--- config.mk ---
export PLATFORM = sky130hd
export DESIGN_NAME = adcsq_top
export DESIGN_NICKNAME = d
export VERILOG_FILES = /design/src/hdl/adcsq_pkg.sv /design/src/hdl/adcsq_fifo.sv /design/src/hdl/adcsq_top.sv
export SDC_FILE = /design/constraint.sdc
export NUM_CORES = 1
export LEC_CHECK = 0
export BUFFER_PORTS_ARGS = -buffer_cell sky130_fd_sc_hd__buf_2
export CAP_MARGIN = 20
export CORE_ASPECT_RATIO = 0.6
export CORE_UTILIZATION = 50
export CTS_CLUSTER_DIAMETER = 120
export DETAILED_ROUTE_END_ITERATION = 10
export MAX_ROUTING_LAYER = met4
export PLACE_DENSITY = 0.67
export SETUP_SLACK_MARGIN = 0.15
export SLEW_MARGIN = 20
export SYNTH_ARGS = -nofsm -noshare
export SYNTH_HDL_FRONTEND = slang
export SYNTH_SLANG_ARGS = --single-unit
--- constraint.sdc ---
create_clock -name sys_clk -period 4.95 [get_ports sys_clk]
set_clock_uncertainty 0.05 [all_clocks]
set_input_delay 0 -clock sys_clk [delete_from_list [all_inputs] [get_ports sys_clk]]
set_output_delay 0 -clock sys_clk [all_outputs]
set_load 0.01 [all_outputs]
--- src/hdl/adcsq_pkg.sv ---
// Constants shared by the converter serial sequencer and its FIFO.
// Assumes a 40 MHz system clock that oversamples the serial pins.
package adcsq_pkg;
  localparam int FRAME_BITS = 16;
  localparam int CTRL_WE_BIT = 15;
  localparam int CTRL_REPEAT_BIT = 14;
  localparam int CTRL_CH0_BIT = 13;
  localparam int CTRL_TSENSE_BIT = 5;
  localparam int CTRL_EXTREF_BIT = 2;
  localparam int CTRL_AVG_BIT = 1;
  localparam int CTRL_STANDBY_BIT = 0;
  localparam int NUM_INPUTS = 8;
  localparam int NUM_CH = 9;
  localparam logic [14:0] CTRL_RESET = 15'h0000;
  localparam logic [15:0] ALL_ONES = 16'hFFFF;
  localparam logic [3:0] TAG_TEMP_RAW = 4'h8;
  localparam logic [3:0] TAG_TEMP_AVG = 4'h9;
  localparam logic [3:0] CH_TEMP = 4'h8;
  localparam logic [3:0] SYNC_RESET = 4'h9;
  localparam int CLK_PERIOD_NS = 25;
  localparam int TEMP_CONV_NS = 100000;
  localparam int TEMP_CONV_CYC = TEMP_CONV_NS / CLK_PERIOD_NS;
  localparam int TEMP_CNT_W = 12;
  localparam int FIFO_WIDTH = 16;
  localparam int FIFO_DEPTH = 16;
  typedef enum logic [1:0] {FR_IDLE, FR_SHIFT, FR_DONE} adcsq_frame_e;
endpackage

--- src/hdl/adcsq_fifo.sv ---
// Result FIFO between the conversion core and the serial shifter.
// Assumes DEPTH is a power of two; both sides on sys_clk.
`timescale 1ns/1ps
module adcsq_fifo #(
  parameter int WIDTH = adcsq_pkg::FIFO_WIDTH,
  parameter int DEPTH = adcsq_pkg::FIFO_DEPTH
) (
  input wire logic sys_clk, // System clock
  input wire logic rstn, // Async reset, active low
  input wire logic in_valid, // Word offered
  output logic in_ready, // Space available
  input wire logic [WIDTH-1:0] in_data, // Word written
  output logic out_valid, // Word available
  input wire logic out_ready, // Word taken
  output logic [WIDTH-1:0] out_data // Oldest word
);
  localparam int AW = $clog2(DEPTH);
  logic [WIDTH-1:0] mem [DEPTH];
  logic [AW:0] wr_ptr_r;
  logic [AW:0] rd_ptr_r;
  logic push;
  logic pop;

  assign out_valid = wr_ptr_r != rd_ptr_r;
  assign in_ready = (wr_ptr_r[AW] == rd_ptr_r[AW]) ||
                    (wr_ptr_r[AW-1:0] != rd_ptr_r[AW-1:0]);
  assign push = in_valid & in_ready;
  assign pop = out_valid & out_ready;
  assign out_data = mem[rd_ptr_r[AW-1:0]];

  always_ff @(posedge sys_clk or negedge rstn) begin
    if (!rstn) begin
      wr_ptr_r <= '0;
      rd_ptr_r <= '0;
    end else begin
      if (push) wr_ptr_r <= wr_ptr_r + 1'b1;
      if (pop) rd_ptr_r <= rd_ptr_r + 1'b1;
    end
  end

  // No reset on storage; only written words are ever read
  always_ff @(posedge sys_clk) begin
    if (push) mem[wr_ptr_r[AW-1:0]] <= in_data;
  end
endmodule

--- src/hdl/adcsq_top.sv ---
// Serial port, control register and channel sequencer of an
// eight-input converter with a temperature channel.
// Assumes an analog core on conv_* / res_* and pins sampled here.
// Summary of operation
// - Averaging bit works only while temperature channel is selected.
// - Standby bit zero keeps normal mode; one moves to standby next.
// - Each frame sends four-bit channel tag then twelve-bit result.
// - Tag is input index, 1000 raw temperature, 1001 averaged.
// - Frame select fall enables data out with tag MSB.
// - Result LSB on 15th clock fall; released on 16th.
// - Temperature conversion raises busy at its frame start.
// - Busy frame runs fully; later frames ignored, ones out.
// - Temperature conversion finishes within 100 us, then busy drops.
// - Standby written in busy frame aborts and sleeps at 16th fall.
// - Channel selected in frame one converts in two, reads in three.
// - Several channels convert ascending, one a frame, then halt.
// - Completed or empty selection gives all ones.
// - Repeat mode wraps to the lowest selected channel forever.
// - A valid write ends repeat and applies new settings.
// - Standby write takes effect at following frame select rise.
// - Standby entry resets averaging; reads return all ones.
// - Standby exit: wake write, select write, convert, then result.
// - Power-down resets control register and averaging.
// - Data in shifts in on first 16 clock falls.
// - Bit 15 high updates the register; low discards the frame.
// - Bits 13 to 6 pick inputs 0 to 7, 14 repeat, 5 temp.
// - Short frame stops conversion, releases data out, keeps register.
`timescale 1ns/1ps
module adcsq_top (
  input wire logic sys_clk, // 40 MHz system clock
  input wire logic rstn, // Async reset, active low
  input wire logic cs_n, // Frame select pin, active low
  input wire logic sclk, // Serial clock pin
  input wire logic din, // Serial data in pin
  input wire logic powerdown_reset_pin_n, // Power-down pin, active low
  output logic dout_o, // Serial data out level
  output logic dout_oe, // Serial data out enable
  output logic temp_conversion_busy, // Temperature conversion running
  output logic standby_o, // Core in standby
  output logic powerdown_o, // Core fully powered down
  output logic ref_power_o, // Reference supply enable
  output logic external_reference_select, // Reference choice
  output logic conv_start, // Pulse: sample and convert
  output logic [3:0] conv_channel, // Channel index, 8 is temp
  output logic conv_abort, // Pulse: drop running conversion
  input wire logic res_valid, // Core result offered
  input wire logic [11:0] res_data, // Core result
  output logic res_ready // Result taken
);
  // Channel mask: bit 8 is the temperature channel, above input seven
  function automatic logic [8:0] sel_of(input logic [15:0] w);
    logic [8:0] m;
    m = '0;
    for (int i = 0; i < adcsq_pkg::NUM_INPUTS; i++) begin
      m[i] = w[adcsq_pkg::CTRL_CH0_BIT - i];
    end
    m[8] = w[adcsq_pkg::CTRL_TSENSE_BIT];
    return m;
  endfunction

  function automatic logic [3:0] first_ch(input logic [8:0] m);
    logic [3:0] idx;
    idx = '0;
    for (int i = adcsq_pkg::NUM_CH - 1; i >= 0; i--) begin
      if (m[i]) idx = 4'(i);
    end
    return idx;
  endfunction

  logic [3:0] sync1_r;
  logic [3:0] sync2_r;
  logic cs_d_r;
  logic sclk_d_r;
  adcsq_pkg::adcsq_frame_e state_r;
  adcsq_pkg::adcsq_frame_e state_nxt;
  logic [3:0] bit_cnt_r;
  logic [15:0] sh_out_r;
  logic [14:0] sh_in_r;
  logic ign_r;
  logic [14:0] ctrl_r;
  logic [8:0] seq_r;
  logic [8:0] seq_nxt;
  logic stby_r;
  logic stby_nxt;
  logic [adcsq_pkg::TEMP_CNT_W-1:0] tcnt_r;
  logic [adcsq_pkg::TEMP_CNT_W-1:0] tcnt_nxt;
  logic busyfr_r;
  logic cur_conv_r;
  logic pend_r;
  logic [3:0] pend_tag_r;
  logic signed [14:0] acc_r;
  logic acc_vld_r;

  logic cs_s, sclk_s, din_s, pd_act;
  logic cs_fall, cs_rise, sclk_fall;
  logic frame_end, short_abort, wr_ok, stby_abort;
  logic ign_now, conv_go, avg_on;
  logic [15:0] word_in, load_word, push_word;
  logic [8:0] rem_mask;
  logic [3:0] conv_idx, conv_tag;
  logic f_in_valid, f_in_ready, f_out_valid, f_pop;
  logic [15:0] f_out_data;
  logic avg_push;
  logic signed [15:0] acc_sum;
  logic signed [14:0] acc_nxt;
  logic [11:0] avg_out;

  assign cs_s = sync2_r[0];
  assign sclk_s = sync2_r[1];
  assign din_s = sync2_r[2];
  assign pd_act = ~sync2_r[3];
  assign cs_fall = cs_d_r & ~cs_s & ~pd_act & (state_r == adcsq_pkg::FR_IDLE);
  assign cs_rise = ~cs_d_r & cs_s;
  assign sclk_fall = sclk_d_r & ~sclk_s;

  assign short_abort = cs_rise & (state_r == adcsq_pkg::FR_SHIFT);
  assign frame_end = (state_r == adcsq_pkg::FR_SHIFT) & sclk_fall &
                     (bit_cnt_r == 4'(adcsq_pkg::FRAME_BITS - 1)) & ~cs_rise;
  assign word_in = {sh_in_r, din_s};
  assign wr_ok = frame_end & ~ign_r &
                 word_in[adcsq_pkg::CTRL_WE_BIT];
  assign stby_abort = wr_ok & busyfr_r &
                      word_in[adcsq_pkg::CTRL_STANDBY_BIT];

  assign ign_now = (tcnt_r != '0) & ~busyfr_r;
  assign conv_idx = first_ch(seq_r);
  assign conv_go = cs_fall & ~stby_r & ~ign_now & (|seq_r);
  assign rem_mask = seq_r & ~(9'h001 << conv_idx);
  assign avg_on = ctrl_r[adcsq_pkg::CTRL_AVG_BIT] &
                  ctrl_r[adcsq_pkg::CTRL_TSENSE_BIT];
  assign conv_tag = (conv_idx != adcsq_pkg::CH_TEMP) ? conv_idx :
                    avg_on ? adcsq_pkg::TAG_TEMP_AVG :
                    adcsq_pkg::TAG_TEMP_RAW;

  assign f_pop = cs_fall & ~stby_r & ~ign_now & f_out_valid;
  assign load_word = f_pop ? f_out_data : adcsq_pkg::ALL_ONES;

  always_comb begin
    state_nxt = state_r;
    case (state_r)
      adcsq_pkg::FR_IDLE: begin
        if (cs_fall) state_nxt = adcsq_pkg::FR_SHIFT;
      end
      adcsq_pkg::FR_SHIFT: begin
        if (cs_rise) state_nxt = adcsq_pkg::FR_IDLE;
        else if (frame_end) state_nxt = adcsq_pkg::FR_DONE;
      end
      adcsq_pkg::FR_DONE: begin
        if (cs_rise) state_nxt = adcsq_pkg::FR_IDLE;
      end
      default: state_nxt = adcsq_pkg::FR_IDLE;
    endcase
    if (pd_act) state_nxt = adcsq_pkg::FR_IDLE;
  end

  always_comb begin
    seq_nxt = seq_r;
    if (pd_act) begin
      seq_nxt = '0;
    end else if (wr_ok) begin
      // Waking write selects nothing; the next write does
      seq_nxt = (stby_r | word_in[adcsq_pkg::CTRL_STANDBY_BIT]) ? '0 :
                sel_of(word_in);
    end else if (conv_go) begin
      seq_nxt = (rem_mask == '0 && ctrl_r[adcsq_pkg::CTRL_REPEAT_BIT]) ?
                sel_of({1'b0, ctrl_r}) : rem_mask;
    end
  end

  always_comb begin
    stby_nxt = stby_r;
    if (pd_act) stby_nxt = 1'b0;
    else if (stby_abort) stby_nxt = 1'b1;
    else if (cs_rise && state_r == adcsq_pkg::FR_DONE)
      stby_nxt = ctrl_r[adcsq_pkg::CTRL_STANDBY_BIT];
  end

  always_comb begin
    tcnt_nxt = tcnt_r;
    if (pd_act || stby_abort || (short_abort && busyfr_r))
      tcnt_nxt = '0;
    else if (conv_go && conv_idx == adcsq_pkg::CH_TEMP)
      tcnt_nxt = adcsq_pkg::TEMP_CNT_W'(adcsq_pkg::TEMP_CONV_CYC);
    else if (tcnt_r != '0)
      tcnt_nxt = tcnt_r - 1'b1;
  end

  // Running average kept at eight times scale to hold fractions
  assign f_in_valid = res_valid & pend_r;
  assign res_ready = pend_r ? f_in_ready : 1'b1;
  assign avg_push = f_in_valid & f_in_ready &
                    (pend_tag_r == adcsq_pkg::TAG_TEMP_AVG);
  assign acc_sum = 16'(acc_r) - 16'(acc_r >>> 3) +
                   16'(signed'(res_data));
  assign acc_nxt = acc_vld_r ? acc_sum[14:0] :
                   {signed'(res_data), 3'b000};
  assign avg_out = 12'(acc_nxt >>> 3);
  assign push_word = {pend_tag_r, (pend_tag_r == adcsq_pkg::TAG_TEMP_AVG) ?
                      avg_out : res_data};

  adcsq_fifo #(
    .WIDTH(adcsq_pkg::FIFO_WIDTH),
    .DEPTH(adcsq_pkg::FIFO_DEPTH)
  ) u_fifo (
    .sys_clk(sys_clk),
    .rstn(rstn),
    .in_valid(f_in_valid),
    .in_ready(f_in_ready),
    .in_data(push_word),
    .out_valid(f_out_valid),
    .out_ready(f_pop),
    .out_data(f_out_data)
  );

  always_ff @(posedge sys_clk or negedge rstn) begin
    if (!rstn) begin
      sync1_r <= adcsq_pkg::SYNC_RESET;
      sync2_r <= adcsq_pkg::SYNC_RESET;
      cs_d_r <= 1'b1;
      sclk_d_r <= 1'b0;
    end else begin
      sync1_r <= {powerdown_reset_pin_n, din, sclk, cs_n};
      sync2_r <= sync1_r;
      cs_d_r <= cs_s;
      sclk_d_r <= sclk_s;
    end
  end

  // Serial shifter
  always_ff @(posedge sys_clk or negedge rstn) begin
    if (!rstn) begin
      state_r <= adcsq_pkg::FR_IDLE;
      bit_cnt_r <= '0;
      sh_out_r <= adcsq_pkg::ALL_ONES;
      sh_in_r <= '0;
      ign_r <= 1'b0;
      dout_oe <= 1'b0;
    end else begin
      state_r <= state_nxt;
      if (cs_fall) begin
        bit_cnt_r <= '0;
        sh_out_r <= (stby_r | ign_now) ? adcsq_pkg::ALL_ONES :
                    load_word;
        ign_r <= ign_now;
        dout_oe <= 1'b1;
      end else if (state_r == adcsq_pkg::FR_SHIFT && sclk_fall) begin
        bit_cnt_r <= bit_cnt_r + 1'b1;
        sh_out_r <= {sh_out_r[14:0], 1'b1};
        sh_in_r <= word_in[14:0];
      end
      if (frame_end || cs_rise || pd_act) dout_oe <= 1'b0;
    end
  end

  // Control register and sequencer
  always_ff @(posedge sys_clk or negedge rstn) begin
    if (!rstn) begin
      ctrl_r <= adcsq_pkg::CTRL_RESET;
      seq_r <= '0;
      stby_r <= 1'b0;
      tcnt_r <= '0;
      temp_conversion_busy <= 1'b0;
      busyfr_r <= 1'b0;
      cur_conv_r <= 1'b0;
    end else begin
      if (pd_act) ctrl_r <= adcsq_pkg::CTRL_RESET;
      else if (wr_ok) ctrl_r <= word_in[14:0];
      seq_r <= seq_nxt;
      stby_r <= stby_nxt;
      tcnt_r <= tcnt_nxt;
      temp_conversion_busy <= tcnt_nxt != '0;
      if (cs_rise || pd_act) begin
        busyfr_r <= 1'b0;
        cur_conv_r <= 1'b0;
      end else if (conv_go) begin
        busyfr_r <= conv_idx == adcsq_pkg::CH_TEMP;
        cur_conv_r <= 1'b1;
      end
    end
  end

  // Core handshake and averaging
  always_ff @(posedge sys_clk or negedge rstn) begin
    if (!rstn) begin
      conv_start <= 1'b0;
      conv_channel <= '0;
      conv_abort <= 1'b0;
      pend_r <= 1'b0;
      pend_tag_r <= '0;
      acc_r <= '0;
      acc_vld_r <= 1'b0;
    end else begin
      conv_start <= conv_go;
      conv_abort <= (short_abort & cur_conv_r) | stby_abort;
      if (conv_go) conv_channel <= conv_idx;
      if (conv_go) begin
        pend_r <= 1'b1;
        pend_tag_r <= conv_tag;
      end else if ((short_abort & cur_conv_r) | stby_abort | pd_act) begin
        pend_r <= 1'b0;
      end else if (res_valid & res_ready) begin
        pend_r <= 1'b0;
      end
      if (pd_act || (stby_nxt && !stby_r) || !avg_on) begin
        acc_vld_r <= 1'b0;
      end else if (avg_push) begin
        acc_r <= acc_nxt;
        acc_vld_r <= 1'b1;
      end
    end
  end

  assign dout_o = sh_out_r[15];
  assign standby_o = stby_r;
  assign powerdown_o = pd_act;
  assign ref_power_o = ~pd_act;
  assign external_reference_select = ctrl_r[adcsq_pkg::CTRL_EXTREF_BIT];

  a_raw_temp_tag: assert property (@(posedge sys_clk) disable iff (!rstn)
    conv_go && conv_idx == adcsq_pkg::CH_TEMP && !avg_on
    |=> pend_tag_r == adcsq_pkg::TAG_TEMP_RAW)
    else $error("raw temperature tag wrong");
  a_standby_enter: assert property (@(posedge sys_clk) disable iff (!rstn)
    cs_rise && state_r == adcsq_pkg::FR_DONE && !pd_act &&
    ctrl_r[adcsq_pkg::CTRL_STANDBY_BIT] |=> standby_o)
    else $error("standby not entered at frame end");
  a_dout_release: assert property (@(posedge sys_clk) disable iff (!rstn)
    frame_end |=> !dout_oe)
    else $error("data out still driven after 16th fall");
  a_dout_start: assert property (@(posedge sys_clk) disable iff (!rstn)
    cs_fall |=> dout_oe ##0 state_r == adcsq_pkg::FR_SHIFT)
    else $error("data out not enabled at frame start");
  a_busy_rise: assert property (@(posedge sys_clk) disable iff (!rstn)
    conv_go && conv_idx == adcsq_pkg::CH_TEMP && !pd_act
    |=> temp_conversion_busy [*8])
    else $error("busy not raised for temperature");
  a_busy_bound: assert property (@(posedge sys_clk) disable iff (!rstn)
    temp_conversion_busy |-> tcnt_r != '0 &&
    tcnt_r <= adcsq_pkg::TEMP_CNT_W'(adcsq_pkg::TEMP_CONV_CYC))
    else $error("busy outlasts conversion time");
  a_ignored_ones: assert property (@(posedge sys_clk) disable iff (!rstn)
    cs_fall && ign_now |=> sh_out_r == adcsq_pkg::ALL_ONES && !conv_start)
    else $error("ignored frame not all ones");
  a_short_keep: assert property (@(posedge sys_clk) disable iff (!rstn)
    short_abort |=> $stable(ctrl_r) && !dout_oe)
    else $error("short frame changed register");
  a_write_load: assert property (@(posedge sys_clk) disable iff (!rstn)
    wr_ok && !pd_act |=> ctrl_r == $past(word_in[14:0]))
    else $error("control write not applied");
  a_standby_ones: assert property (@(posedge sys_clk) disable iff (!rstn)
    cs_fall && stby_r |=> sh_out_r == adcsq_pkg::ALL_ONES)
    else $error("standby read not all ones");
endmodule

==> reports/qor.yml, run 1 <==
synth-edff-count: 256
syn_area_per_cell_um2: 14.3
cts_tree: "done"
syn_to_final_growth_pct: 12.4
syn_nets: 1231
r2r_slack_ns: 1.42
power_density_nw_per_um2: 455
hold_viol_final: 0
post-route-period-util_pct: 71.4
num_antenna_cells: 0
cp.arrival_ns: 3.65
period_needed_ns: 3.53
synth_warnings: 0
final_common_cell: "edfxtp_1"
ff_latch_area_um2: 10800
end_kind: "flop"
drive_gt1_share_pct: 20.9
clk_pin_slew_ns: 0.07
finalInstanceArea_um2: 18900
overflow: 0
power.switching_mw: 2.43
vias_per_cell: 5.84
syn_area_um2: 16800
synth_cells: 1174
criticalPathCategory: "flop to flop"
critPathLaunchType: "flop"
seq_power_share_pct: 46.0
num_rows: 51
reg2reg_from: "acc_r[4]"
fillers: 2586
antenna_found_initial: 0
synth_top_cell_area_share_pct: 45.8
cts_setup_buffers: 0
cts_root_buffer: "clkbuf_16"
hold_path_class: "input pin to asynchronous set/reset pin"
worstSkewPairLatency_ns: 0.53
clkPwrFrac_pct: 31.7
max_freq_mhz: 283
ys_types: 80
layout_common_cells: "edfxtp_1 (256), nand2_1 (185), dfrtp_1 (101)"
fin_cells: 1711
outcome: "completed"
slowest_delay_ns: 0.85
async_flop_share_pct: 32.6
dr_total_vias: 9984
cts_made_buffers: 35
tns_ns: 0
crit_top_cell: "inv_1"
clockBufferDepth: 3
grt_max_degree: 80
synth-seq-area-share_pct: 64.4
post_drt_wl_per_cell_um: 22.4
worstReg2RegEnd: "u_fifo.mem[12][4]"
synth_ff_type: "edfxtp_1"
ant_nets: 0
grt_pass1_wl_um: 58900
r2r_cells: 9
coreArea_um2: 32700
ys_ff_latch: 380
drt_iter0_drc: 1077
swShare_pct: 28.2
routed_wl_um: 38300
dp_hpwl_um: 24100
synth_area_leader_cell: "edfxtp_1"
htree_num_levels: 2
tightest_slew_ns: 1.09
fin_nets: 1293
cts.sinks: 380
crit_slowest_cell: "o21ai_1"
startpoint: "acc_r[4]"
drtPass1Iterations: 5
multi_input_area_um2: 5510
cellInternalPower_mw: 6.17
p_comb_share_pct: 22.3
io_buffers: 32
grt_pass1_vias: 9583
path_cells: "inv_1, fa_1, inv_1, ha_1, nand3_1, o211ai_1, o21ai_0, xor2_1, o21ai_1"
setup_violations: 0
worstPathRequired_ns: 5.07
ir_drop_mv: 0.352
drc: 0
postPlaceCellArea_um2: 17600
synth_area_leaders: "edfxtp_1 (46%), dfrtp_1 (15%), mux4_2 (11%)"
initial_core_util_pct: 51.3
slew_viol_final: 0
dieArea_um2: 34400
rsz0062_at_grt: "false"
relSlewSlack_pct: 26.7
ios: 33
crit_path_max_fanout: 16
die_w_um: 239
die_h_um: 144
place_congestion: 0.861
utilization_pct: 57.7
dpl.cell_count: 1631
p_leak_nw: 7.03
cap_violations: 0
grtUsageTotal_pct: 23.8
[what timing repair did]
item,4_1_cts,5_1_grt
endpoints found under the hold margin,111,0
hold buffers,18,0
resized for setup,0,0
[sequential cells by signal, indices dropped and copies added, names as in the netlist, 2 cells and up]
signal and count:
conv_channel 4, sync2_r 4, tcnt_r 12, u_fifo.wr_ptr_r 5, state_r 2, pend_tag_r 4, sh_out_r 16, u_fifo.rd_ptr_r 5
sync1_r 4, u_fifo.mem 256, bit_cnt_r 4, ctrl_r 13, seq_r 9, sh_in_r 15, acc_r 15
[logic make-up (layout without fill, tap and decap cells)]
logic type,after synthesis,after routing,share of synthesized area [%]
adders and majority gates,38,38,3.46
muxes,99,99,11.9
AOI/OAI and AO/OA,155,155,5.97
DFF,380,380,64.4
buffers and inverters,126,213,3.25
xor gates and xnor gates,34,34,1.77
and+or+nand+nor,342,342,9.22
[through the flow]
step	power (mW)	setup slack [ns]	hold WS, ns
floorplan	5.40	1.51	-0.346
global placement	5.86	1.58	0.0481
detailed placement	5.91	1.46	0.0504
CTS	8.64	1.42	0.0503
global route	8.96	1.19	0.0654
finish	8.59	1.42	0.0406
[worst max-delay path by stage]
stage                                    end  cells past startpoint
after detailed placement    u_fifo.mem[1][4]                      9
after floorplan            u_fifo.mem[0][11]                     11
after global routing       u_fifo.mem[12][4]                      9
after CTS                  u_fifo.mem[12][4]                      9
final                      u_fifo.mem[12][4]                      9
after global placement    u_fifo.mem[12][11]                     11
[worst max-delay path: cells and delay by family, from the launching register on]
kind            cells  cell delay, ns
compound gates      3            1.43
fa+ha+maj           2            0.88
flops               1            0.39
xor+xnor            1            0.18
buf+inv             2            0.13
simple gates        1            0.10
[synth_stat cells, drive strengths merged (3+ instances only)]
master,number
xnor2,14
dfstp,21
inv,69
buf,23
o22a,3
edfxtp,256
o21bai,3
a221oi,6
nor4bb,3
mux2i,11
o21a,4
o21ai,32
nor2b,5
nor3,21
nor4,5
or4,4
or2,4
nand2b,8
mux4,80
dfrtp,103
a21o,6
nor2,68
and3,4
o31ai,4
nand3,15
or3,5
clkbuf,33
mux2,8
a211oi,6
a31oi,17
ha,24
xor2,20
nand4,5
a21oi,50
fa,14
nand2,185
[area by class of cell]
type                            count  share of cell area [%]
Inverter                           70                    1.42
Multi-Input combinational cell    668                    29.2
Tap cell                          450                    2.98
Timing Repair Buffer               81                    3.07
Sequential cell                   380                    57.3
Clock buffer                       46                    5.24
Clock inverter                     16                   0.835
[per-layer routing]
metal  track usage, %  routed length, µm
met1             38.6              18900
met3             4.28               3000
met4             4.42                531
met2             31.2              15900
met5                -                  0
[power groups by stage]
stage	Clock (mW)	Combinational (mW)	Sequential [mW]
2_1_floorplan	0	1.55	3.85
3_3_place_gp	0	1.86	4.00
3_5_place_dp	0	1.89	4.02
4_1_cts	2.77	1.91	3.95
5_1_grt	2.88	2.09	3.99
6_report	2.72	1.91	3.96
(Power assumes the default switching activity.)
==> run 2, diff against run 1 <==
Settings changed: PLACE_DENSITY 0.67 to 0.69.
Clock period 4.95 ns to 2.9 ns, I/O delays scaled along.
==> reports/qor.yml, run 2 (synthesized netlist as in run 1, its figures left out) <==
post-route-period-util_pct: 108  # +37 points
ir_drop_mv: 0.614  # +74%
criticalPathCategory: "flop to flop"
coreArea_um2: 32700  # unchanged
drt_iter0_drc: 1073  # -0.37%
dieArea_um2: 34400  # unchanged
grt_pass1_wl_um: 62500  # +6.1%
post_drt_wl_per_cell_um: 22.6  # +0.81%
dr_total_vias: 10600  # +5.9%
outcome: "finished, violations left"
setup_violations: 164  # +164
drive_gt1_share_pct: 31.1  # +10 points
timing.final.ws_setup_ns: -0.233  # -1.65 ns
power_density_nw_per_um2: 738  # +62%
hold_path_class: "input pin to asynchronous set/reset pin"
largest_register_ffs: 256  # unchanged
hold_viol_final: 0  # unchanged
cts_root_buffer: "clkbuf_16"
place_congestion: 0.902  # +4.8%
grtUsageTotal_pct: 25.4  # +1.5 points
end_kind: "flop"
htree_num_levels: 2  # unchanged
period_needed_ns: 3.13  # -0.399 ns
grt_max_degree: 78  # -2.5%
grt_pass1_vias: 10200  # +6.8%
p_leak_nw: 7.62  # +8.5%
worstSkewPairLatency_ns: 0.53  # about the same
finalInstanceArea_um2: 20200  # +7.1%
overflow: 0  # unchanged
cp.arrival_ns: 3.50  # -0.15 ns
initial_core_util_pct: 51.3  # unchanged
die_w_um: 239  # unchanged
clockBufferDepth: 3  # unchanged
relSlewSlack_pct: 29.2  # +2.4 points
drtPass1Iterations: 5  # unchanged
clk_pin_slew_ns: 0.07  # about the same
tightest_slew_ns: 1.06  # -0.0293 ns
max_freq_mhz: 319  # +13%
cts_made_buffers: 36  # +2.9%
cts.sinks: 380  # unchanged
routed_wl_um: 40700  # +6.3%
drc: 0  # unchanged
preCtsSetupSlack_ns: -0.356  # -1.82 ns
fin_nets: 1386  # +7.2%
postPlaceCellArea_um2: 18300  # +3.9%
worstPathRequired_ns: 3.27  # -1.80 ns
ios: 33  # unchanged
final_common_cell: "edfxtp_1"
ant_nets: 0  # unchanged
cts_tree: "done"
dp_hpwl_um: 24400  # +1.4%
die_h_um: 144  # unchanged
antenna_found_initial: 0  # unchanged
rsz0062_at_grt: "true"
num_antenna_cells: 0  # unchanged
vias_per_cell: 5.86  # +0.35%
layout_common_cells: "edfxtp_1 (256), nand2_1 (183), dfrtp_1 (101)"
slew_viol_final: 0  # unchanged
crit_path_max_fanout: 3  # -13
critPathLaunchType: "flop"
violations: "setup timing"
syn_to_final_growth_pct: 20.4
cap_violations: 0  # unchanged
num_rows: 51  # unchanged
io_buffers: 32  # unchanged
run 2: power breakdown:
part	internal, mW	total [mW]	switching [mW]
logic	1.84	3.76	1.92
clock network	2.55	4.60	2.05
registers	6.25	6.56	0.311
total	10.6	14.9	4.28
run 2: through the flow:
stage	hold slack (ns)	TNS [ns]	utilization (%)	instances	total power [mW]
2_1_floorplan	-0.346	-9.54	-	1174	9.23
3_3_place_gp	0.0397	-14.22	55.7	1697	10.1
3_5_place_dp	0.0350	-22.05	55.8	1698	10.2
4_1_cts	-0.207	-8.86	61.3	1799	14.9
5_1_grt	0.0535	-36.07	61.8	1805	15.6
6_report	0.00579	-15.84	61.8	1805	14.9
run 2: worst paths after layout:
path                             start                end  slack (ns)  depth (start not counted)
max in group asynchronous         rstn         sync2_r[3]        1.94                          3
max reg2reg                   acc_r[4]          acc_r[14]       -0.23                         13
max                           acc_r[4]          acc_r[14]       -0.23                         13
min reg2reg                 sync1_r[1]         sync2_r[1]        0.30                          0
min                               rstn          ctrl_r[2]       0.006                          2
min in group sys_clk       res_data[4]  u_fifo.mem[10][4]        0.04                          5
run 2: per-layer routing:
metal | share of wire, % | vias up | track usage [%]
met1 | 46 | 5343 | 39.4
met5 | 0 | - | -
li1 | - | 4666 | -
met2 | 43 | 510 | 34.1
met3 | 9.8 | 50 | 5.69
met4 | 1.3 | 0 | 4.89
run 2: layout make-up:
type	instances	area [µm²]
inverter	70	268
fill	2388	12500
multi-input combinational	674	6070
tap	450	563
timing repair buffer	167	1390
clock inverter	16	114
sequential	380	10800
clock buffer	48	1010
run 2: timing repair:
item,CTS,global route
hold buffers,17,1
gates resized for setup,72,27
endpoints found under the setup margin,186,222
endpoints found under the hold margin,222,17
pin swaps,17,13
gates cloned,6,2
buffers inserted,14,3
run 2: critical path, cell delays in order, from the launching register on:
cell      delay [ns]
dfrtp_1         0.42
inv_2           0.07
fa_1            0.53
inv_2           0.05
ha_4            0.27
and3_4          0.18
a221oi_2        0.06
buf_4           0.15
o31a_1          0.27
buf_4           0.15
or3_1           0.36
o221a_2         0.14
o22a_1          0.17
o22a_1          0.17
